File: config.mk
export PLATFORM = sky130hd
export DESIGN_NAME = clp_ctrl
export DESIGN_NICKNAME = d
export VERILOG_FILES = /design/src/rtl/clp_pkg.sv /design/src/rtl/clp_ctrl.sv
export SDC_FILE = /design/constraint.sdc
export NUM_CORES = 1
export LEC_CHECK = 0
export BUFFER_PORTS_ARGS = -buffer_cell sky130_fd_sc_hd__buf_2
export CAP_MARGIN = 10
export CORE_MARGIN = 3
export CORE_UTILIZATION = 40
export CTS_CLUSTER_DIAMETER = 150
export DETAILED_ROUTE_END_ITERATION = 16
export GPL_ROUTABILITY_DRIVEN = 1
export MAX_ROUTING_LAYER = met4
export PLACE_DENSITY = 0.73
export SETUP_SLACK_MARGIN = 0.02
export SLEW_MARGIN = 10
export SYNTH_ARGS = -nofsm -noshare
export SYNTH_HDL_FRONTEND = slang
export SYNTH_SLANG_ARGS = --single-unit
File: constraint.sdc
create_clock -name clk_sys -period 2.6 [get_ports clk_sys]
set_clock_uncertainty 0.05 [all_clocks]
set_input_delay 0.13 -clock clk_sys [delete_from_list [all_inputs] [get_ports clk_sys]]
set_output_delay 0.13 -clock clk_sys [all_outputs]
set_load 0.02 [all_outputs]
File: src/rtl/clp_pkg.sv
package clp_pkg;
  // Register indexes; the byte address is four times the index.
  localparam logic [7:0] IDX_PIN_CFG = 8'h6b;
  localparam logic [7:0] IDX_SOFT_TRIG = 8'h6c;
  localparam logic [7:0] IDX_LP_CFG = 8'h6e;
  localparam logic [7:0] IDX_IRQ_STAT = 8'h70;
  localparam logic [7:0] IDX_IRQ_MASK = 8'h71;
  localparam logic [7:0] IDX_STATE = 8'h72;
  // Values after reset.
  localparam logic [7:0] RST_PIN_CFG = 8'h00;
  localparam logic [7:0] RST_SOFT_TRIG = 8'h01;
  localparam logic [7:0] RST_LP_CFG = 8'h88;
  localparam logic [2:0] RST_IRQ = 3'h0;
  // Field positions.
  localparam int POS_TRIG_SRC = 0;
  localparam int POS_STAT_SEL = 1;
  localparam int POS_SOFT_TRIG = 0;
  localparam int POS_LOWPOWER_CAL_ENABLE = 0;
  localparam int POS_LOWPOWER_TRIGGER_MODE = 1;
  localparam int POS_WAKE = 3;
  localparam int POS_SLEEP = 5;
  // Interrupt bit positions.
  localparam int IRQ_FG = 0;
  localparam int IRQ_STOP = 1;
  localparam int IRQ_WAKE = 2;
  // Delays in sample clock periods; clk_sys is the sample clock.
  localparam int CNT_W = 41;
  localparam logic [40:0] SYS_PER_SAMPLE = 41'h1;
  localparam logic [40:0] SLEEP_PER_0 = 41'd1152;
  localparam logic [40:0] SLEEP_PER_1 = 41'd4194432;
  localparam logic [40:0] SLEEP_PER_2 = 41'd33554560;
  localparam logic [40:0] SLEEP_PER_3 = 41'd268435584;
  localparam logic [40:0] SLEEP_PER_4 = 41'd2147483776;
  localparam logic [40:0] SLEEP_PER_5 = 41'd137438953600;
  localparam logic [40:0] SLEEP_PER_6 = 41'd1099511627904;
  localparam logic [40:0] WAKE_PER_0 = 41'd1152;
  localparam logic [40:0] WAKE_PER_1 = 41'd33554560;
  localparam logic [40:0] WAKE_PER_2 = 41'd268435584;
  localparam logic [40:0] WAKE_PER_3 = 41'd2147483776;
  localparam logic [6:0][40:0] SLEEP_CYC = {
    SLEEP_PER_6 * SYS_PER_SAMPLE, SLEEP_PER_5 * SYS_PER_SAMPLE,
    SLEEP_PER_4 * SYS_PER_SAMPLE, SLEEP_PER_3 * SYS_PER_SAMPLE,
    SLEEP_PER_2 * SYS_PER_SAMPLE, SLEEP_PER_1 * SYS_PER_SAMPLE,
    SLEEP_PER_0 * SYS_PER_SAMPLE};
  localparam logic [3:0][40:0] WAKE_CYC = {
    WAKE_PER_3 * SYS_PER_SAMPLE, WAKE_PER_2 * SYS_PER_SAMPLE,
    WAKE_PER_1 * SYS_PER_SAMPLE, WAKE_PER_0 * SYS_PER_SAMPLE};

  typedef enum logic [2:0] {ST_OFF, ST_SLEEP, ST_WAKE, ST_CAL, ST_PARK} clp_state_e;

  typedef struct packed {
    logic cyc;
    logic stb;
    logic we;
    logic [3:0] sel;
    logic [9:0] adr;
    logic [31:0] dat;
  } clp_wb_req_s;

  typedef struct packed {
    logic [1:0] sync;
    logic [7:0] pin_cfg;
    logic [7:0] soft_trig;
    logic [7:0] lp_cfg;
    logic [2:0] irq_stat;
    logic [2:0] irq_mask;
    clp_state_e st;
    logic [40:0] cnt;
    logic ack;
    logic [7:0] rdat;
    logic fg_prev;
    logic stop_prev;
    logic stat_pin;
    logic cal_start;
  } clp_state_s;
endpackage : clp_pkg
File: src/rtl/clp_ctrl.sv
// The Wishbone register port is this design's own decision.
`timescale 1ns/1ps
`default_nettype none
module clp_ctrl #(
  parameter logic [6:0][40:0] SLEEP_CYC = clp_pkg::SLEEP_CYC,
  parameter logic [3:0][40:0] WAKE_CYC = clp_pkg::WAKE_CYC
) (
  // Clock and reset.
  input wire logic clk_sys,
  input wire logic rst_n,
  // Wishbone slave.
  input wire clp_pkg::clp_wb_req_s wb_req,
  output logic wb_ack,
  output logic [31:0] wb_dat_o,
  // Calibration engine status and handshake.
  input wire logic background_cal_enable,
  input wire logic foreground_done_flag,
  input wire logic cal_stopped_flag,
  input wire logic alarm_flag,
  input wire logic cal_done,
  output logic cal_start,
  output logic core_sleep,
  // Pins.
  input wire logic external_trigger_pin,
  output logic status_output_pin,
  // Interrupt.
  output logic irq
);
  clp_pkg::clp_state_s q;
  clp_pkg::clp_state_s d;
  logic hit;
  logic wr;
  logic [7:0] idx;
  logic [7:0] rd;
  logic [7:0] wdat;
  logic trig;
  logic active;
  logic trig_mode;
  logic [2:0] sleep_code;
  logic [1:0] wake_code;
  logic [2:0] ev;

  // Decoded views of the bus request and the stored configuration.
  assign idx = wb_req.adr[9:2];
  assign wdat = wb_req.dat[7:0];
  assign hit = wb_req.cyc & wb_req.stb & ~q.ack;
  assign wr = hit & wb_req.we & wb_req.sel[0];
  assign active = q.lp_cfg[clp_pkg::POS_LOWPOWER_CAL_ENABLE] & background_cal_enable;
  assign trig_mode = q.lp_cfg[clp_pkg::POS_LOWPOWER_TRIGGER_MODE];
  assign wake_code = q.lp_cfg[clp_pkg::POS_WAKE +: 2];
  // Code 7 has no documented length, so it is treated as the longest one.
  assign sleep_code = (q.lp_cfg[clp_pkg::POS_SLEEP +: 3] == 3'h7) ? 3'h6
                      : q.lp_cfg[clp_pkg::POS_SLEEP +: 3];

  // Trigger source: the unselected source has no influence at all.
  assign trig = q.pin_cfg[clp_pkg::POS_TRIG_SRC] ? q.sync[1]
                : q.soft_trig[clp_pkg::POS_SOFT_TRIG];

  // Read multiplexer; unmapped addresses read as zero and are still acked.
  always_comb
  begin
    rd = 8'h00;
    if (wb_req.adr[1:0] != 2'h0)
    begin
      rd = 8'h00;
    end
    else if (idx == clp_pkg::IDX_PIN_CFG)
    begin
      rd = q.pin_cfg;
    end
    else if (idx == clp_pkg::IDX_SOFT_TRIG)
    begin
      rd = q.soft_trig;
    end
    else if (idx == clp_pkg::IDX_LP_CFG)
    begin
      rd = q.lp_cfg;
    end
    else if (idx == clp_pkg::IDX_IRQ_STAT)
    begin
      rd = {5'h00, q.irq_stat};
    end
    else if (idx == clp_pkg::IDX_IRQ_MASK)
    begin
      rd = {5'h00, q.irq_mask};
    end
    else if (idx == clp_pkg::IDX_STATE)
    begin
      rd = {4'h0, trig, q.st};
    end
  end

  // Next state of the whole block.
  always_comb
  begin
    d = q;
    d.sync = {q.sync[0], external_trigger_pin};
    d.ack = hit;
    d.cal_start = 1'b0;
    d.fg_prev = foreground_done_flag;
    d.stop_prev = cal_stopped_flag;
    if (hit)
    begin
      d.rdat = rd;
    end
    // Reserved bits of the pin, trigger and low-power registers are stored as written; keeping them at reset values is software's job.
    if (wr && wb_req.adr[1:0] == 2'h0)
    begin
      if (idx == clp_pkg::IDX_PIN_CFG)
      begin
        d.pin_cfg = wdat;
      end
      else if (idx == clp_pkg::IDX_SOFT_TRIG)
      begin
        d.soft_trig = wdat;
      end
      else if (idx == clp_pkg::IDX_LP_CFG)
      begin
        d.lp_cfg = wdat;
      end
      else if (idx == clp_pkg::IDX_IRQ_MASK)
      begin
        d.irq_mask = wdat[2:0];
      end
    end
    // Sleep and wake sequencer of the offline core.
    case (q.st)
      clp_pkg::ST_OFF:
      begin
        d.st = clp_pkg::ST_SLEEP;
        d.cnt = SLEEP_CYC[sleep_code] - 41'h1;
      end
      clp_pkg::ST_SLEEP:
      begin
        if (trig_mode ? !trig : (q.cnt == 41'h0))
        begin
          d.st = clp_pkg::ST_WAKE;
          d.cnt = WAKE_CYC[wake_code] - 41'h1;
        end
        else
        begin
          d.cnt = (q.cnt == 41'h0) ? q.cnt : q.cnt - 41'h1;
        end
      end
      clp_pkg::ST_WAKE:
      begin
        if (q.cnt == 41'h0)
        begin
          d.st = clp_pkg::ST_CAL;
          d.cal_start = 1'b1;
        end
        else
        begin
          d.cnt = q.cnt - 41'h1;
        end
      end
      clp_pkg::ST_CAL:
      begin
        if (cal_done)
        begin
          d.st = trig_mode ? clp_pkg::ST_PARK : clp_pkg::ST_SLEEP;
          d.cnt = SLEEP_CYC[sleep_code] - 41'h1;
        end
      end
      clp_pkg::ST_PARK:
      begin
        // The core stays awake until the trigger is high again.
        if (trig)
        begin
          d.st = clp_pkg::ST_SLEEP;
        end
      end
      default:
      begin
        d.st = clp_pkg::ST_OFF;
      end
    endcase
    if (!active)
    begin
      d.st = clp_pkg::ST_OFF;
      d.cnt = 41'h0;
    end
    // Status pin multiplexer.
    case (q.pin_cfg[clp_pkg::POS_STAT_SEL +: 2])
      2'h0: d.stat_pin = foreground_done_flag;
      2'h1: d.stat_pin = cal_stopped_flag;
      2'h2: d.stat_pin = alarm_flag;
      default: d.stat_pin = 1'b0;
    endcase
    // Sticky events: a new event wins over a clear in the same cycle.
    ev = 3'h0;
    ev[clp_pkg::IRQ_FG] = foreground_done_flag & ~q.fg_prev;
    ev[clp_pkg::IRQ_STOP] = cal_stopped_flag & ~q.stop_prev;
    ev[clp_pkg::IRQ_WAKE] = d.cal_start;
    if (wr && wb_req.adr[1:0] == 2'h0 && idx == clp_pkg::IDX_IRQ_STAT)
    begin
      d.irq_stat = q.irq_stat & ~wdat[2:0];
    end
    d.irq_stat = d.irq_stat | ev;
  end

  // State register with synchronous reset.
  always_ff @(posedge clk_sys)
  begin
    if (!rst_n)
    begin
      q <= '{sync: 2'h0, pin_cfg: clp_pkg::RST_PIN_CFG,
             soft_trig: clp_pkg::RST_SOFT_TRIG, lp_cfg: clp_pkg::RST_LP_CFG,
             irq_stat: clp_pkg::RST_IRQ, irq_mask: clp_pkg::RST_IRQ,
             st: clp_pkg::ST_OFF, cnt: 41'h0, ack: 1'b0, rdat: 8'h00,
             fg_prev: 1'b0, stop_prev: 1'b0, stat_pin: 1'b0, cal_start: 1'b0};
    end
    else
    begin
      q <= d;
    end
  end

  // Outputs all come from the state register.
  assign wb_ack = q.ack;
  assign wb_dat_o = {24'h000000, q.rdat};
  assign status_output_pin = q.stat_pin;
  assign cal_start = q.cal_start;
  assign core_sleep = (q.st == clp_pkg::ST_SLEEP);
  assign irq = |(q.irq_stat & q.irq_mask);
endmodule : clp_ctrl
`default_nettype wire

==> metrics.md <==
| Metric | Value |
|---|---|
| Status | completed |
| R2R depth | 6 |
| Hold path cells | 3 |
| # DRC | 0 |
| Layout Utilization | a little under half |
| WP depth | 6 |
| WL final | 11,580 um |
| Drt first pass iters | 5 |
| Clock latency on the worst-skew pair | 0.34 ns |
| Worst slew pin tran | about 0.73 ns |
| Total CTS buffers | 9 |
| WHS Endpoint | q[84] |
| Yosys synthesis warning count | 0 |
| Hold path startpoint | wb_req[5] |
| Vias in the first global route | 4,157 |
| Htree depth | 3 |
| Relative slew slack | between 50% and 60% |
| Tcrit/Tclk final | around 94% |
| Core area | between 10,000 and 15,000 um2 |
| Cell Area, Synth | about 4700 um2 |
| Max Clk Rate | ~400 MHz |
| WL per Instance | roughly 15 um |
| Final hold vios | 0 |
| Gate Count Post-Synth | between 500 and 600 |
| CTS max path bufs | 2 |
| Worst-path cell chain | nor4_2 > nand4_1 > nor4_4 > o21ai_1 > or2_1 > o311ai_1 |
| Sequential share of the synthesized area | between 30% and 40% |
| Crit Path Max Fanout | 6 |
| Initial DRC Count | approximately 270 |
| Slew Viols, Final | 0 |
| Final setup fails | 0 |
| CP arrival | ~2.6 ns |
| Reg2reg setup slack | about 0.15 ns |
| Port bufs | 42 |
| Clk Tree Root Cell | clkbuf_16 |
| R2r endpoint | q[23] |
| Worst setup EP type | flip-flop |
| Synth top cells by count | dfxtp_1 (89), nor2_1 (81), nand2_1 (50), a21oi_1 (39), buf_4 (32) |
| Cell variety after synth | between 60 and 70 |
| Tmin final | between 2 and 2.5 ns |
| Row cnt | 39 |
| Primary FF master, synth | dfxtp_1 |
| Routed via count | between 4,000 and 5,000 |
| Gr ovfl total | 0 |
| Number of enable flip-flop cells after synthesis | 0 |
| Slowest CP cell | nor4_2 |
| Total GRT Usage | between 10% and 20% |
| First-pass GRT wire length | between 15,000 and 20,000 um |
| Syn_area_per_cell | slightly above 8 um2 |
| CTS tree | done |
| DRT antenna net count | 0 |
| Maxcap violations | 0 |
| Share of the synthesized area in the top cell type | 37.54% |
| Starting density of the core | between 40% and 50% |
| Async SR Flop Fraction | 0% |
| VDD IR max | 0.0002927 V |
| Max incr delay on CP | ~0.51 ns |
| Setup TNS | 0 ns |
| Crit path buf inv count | 0 |
| Share of layout cells above drive strength 1 | between 15 and 20% |
| Crit path max-delay family | simple AND/OR/NAND/NOR gates |
| Num ports | 94 |
| Unrepaired setup endpoints after global routing | false |
| Post-DP HPWL | ~8400 um |
| Yosys reg bits | 89 |
| Critical Path Source | q[29] |
| Most common cell in the netlist | dfxtp_1 |
| Top cells by area, synth | dfxtp_1 (38%), nor2_1 (6.4%), buf_4 (5.1%) |
| Layout area overhead | 15.24% |
| Antenna Cells | 0 |
| Dominant cell type by area after synthesis | dfxtp_1 |
| Chip Height | around 110 um |
| Crit Path Class | flip-flop to flip-flop |
| Worst r2r src | q[29] |
| Power Density | around 540 nW/um2 |
| Req. time, crit path | 2.77 ns |
| Clock-pin slew on the worst setup and hold paths | roughly 0.070 ns |
| Pin count of the biggest net entering global routing | 21 |
| Die Area | between 10,000 and 15,000 um2 |
| Startpoint Class | flip-flop |
| Initial antenna violation count | 0 |
| Clk sink count | 89 |
| Gpl congestion | around 0.94 |
| Cell leakage power | ~2.1 nW |
| Via-to-Cell Ratio | roughly 5.6 |
| Worst Hold Class | primary input to flip-flop |
| Nets | 683 |
| Die X | ~110 um |
[layout by cell type, fill, tap and decap left out, drive strengths merged, types with 5 or more instances in the layout]
cell type	netlist	final
nor2	82	82
nor2b	8	8
dlygate4sd3	0	5
nand3	17	17
nand4	15	15
or4	5	5
o221ai	6	6
nor3	14	14
and2	6	6
conb	1	24
clkbuf	13	10
dfxtp	89	89
xor2	9	9
mux2i	19	19
inv	10	13
o21ai	28	28
or2	7	7
xnor2	23	23
or3	11	11
nor4	28	28
nand2	50	50
a21oi	39	39
buf	40	62
[through the flow]
| step | power (W) | setup slack, ns | cells | hold slack, ns | area [um2] |
|---|---|---|---|---|---|
| 2_1_floorplan | 0.001499 | 0.4376 | 600 | 0.2017 | 4832 |
| 6_report | 0.002931 | 0.1499 | 773 | 0.008319 | 5469 |
| 3_5_place_dp | 0.001516 | 0.1083 | 751 | 0.2984 | 5055 |
| 3_3_place_gp | 0.001514 | 0.2094 | 751 | 0.2912 | 5055 |
| 5_1_grt | 0.003025 | 0.02878 | 773 | 0.01665 | 5469 |
| 4_1_cts | 0.002956 | 0.06439 | 772 | 0.0004336 | 5440 |
[tightest hold or removal path, delay by kind of cell]
family | cells | cell delay [ns]
buffers and inverters | 1 | 0.12
and+or+nand+nor | 1 | 0.05
AOI/OAI and AO/OA | 1 | 0.05
[cell type report]
class / count / area (um2)
multi-input combinational: 448 / 2713
clock inverter: 6 / 96.34
fill: 1088 / 6047
sequential: 89 / 1782
tap: 143 / 178.9
inverter: 10 / 37.54
timing repair buffer: 67 / 422.9
clock buffer: 10 / 239.0
[flip-flops by register name, indices dropped and copies added, names as in the netlist]
register / cells
cal_start: 1
wb_dat_o: 8
status_output_pin: 1
q: 77
wb_ack: 1
d: 1
[worst max-delay path by stage]
stage	endpoint	slack, ns
after floorplan	q[16]	0.44
after global placement	q[23]	0.21
after detailed placement	q[23]	0.11
after CTS	q[23]	0.06
after global routing	q[22]	0.03
final	q[23]	0.15
[power breakdown]
part           switching, W  total, W  internal (W)
sequential       0.00000342   0.00137       0.00137
clock              0.000557   0.00144      0.000881
combinational     0.0000838  0.000120     0.0000362
[repair_timing]
item / CTS / global route
gates resized for setup: 0 / 3
hold endpoints to repair: 6 / 0
hold buffers: 5 / 0
setup endpoints to repair: 0 / 29
setup buffers: 0 / 1
[routing by layer]
metal | routed length [um] | up-vias | track usage, %
met4 | 176 | 0 | 5.634
met1 | 5181 | 2064 | 22.56
met3 | 549 | 17 | 4.263
li1 | - | 2104 | -
met5 | 0 | - | -
met2 | 5667 | 128 | 29.94
[kinds of logic after synthesis]
logic type,share of synthesized area (%)
compound gates,13.68
flops,37.54
buf+inv,7.698
simple gates,30.82
mux,4.007
fa+ha+maj,0.2636
xor+xnor,5.906
other cells,0.07902
Power figures use the tool's default switching activity.
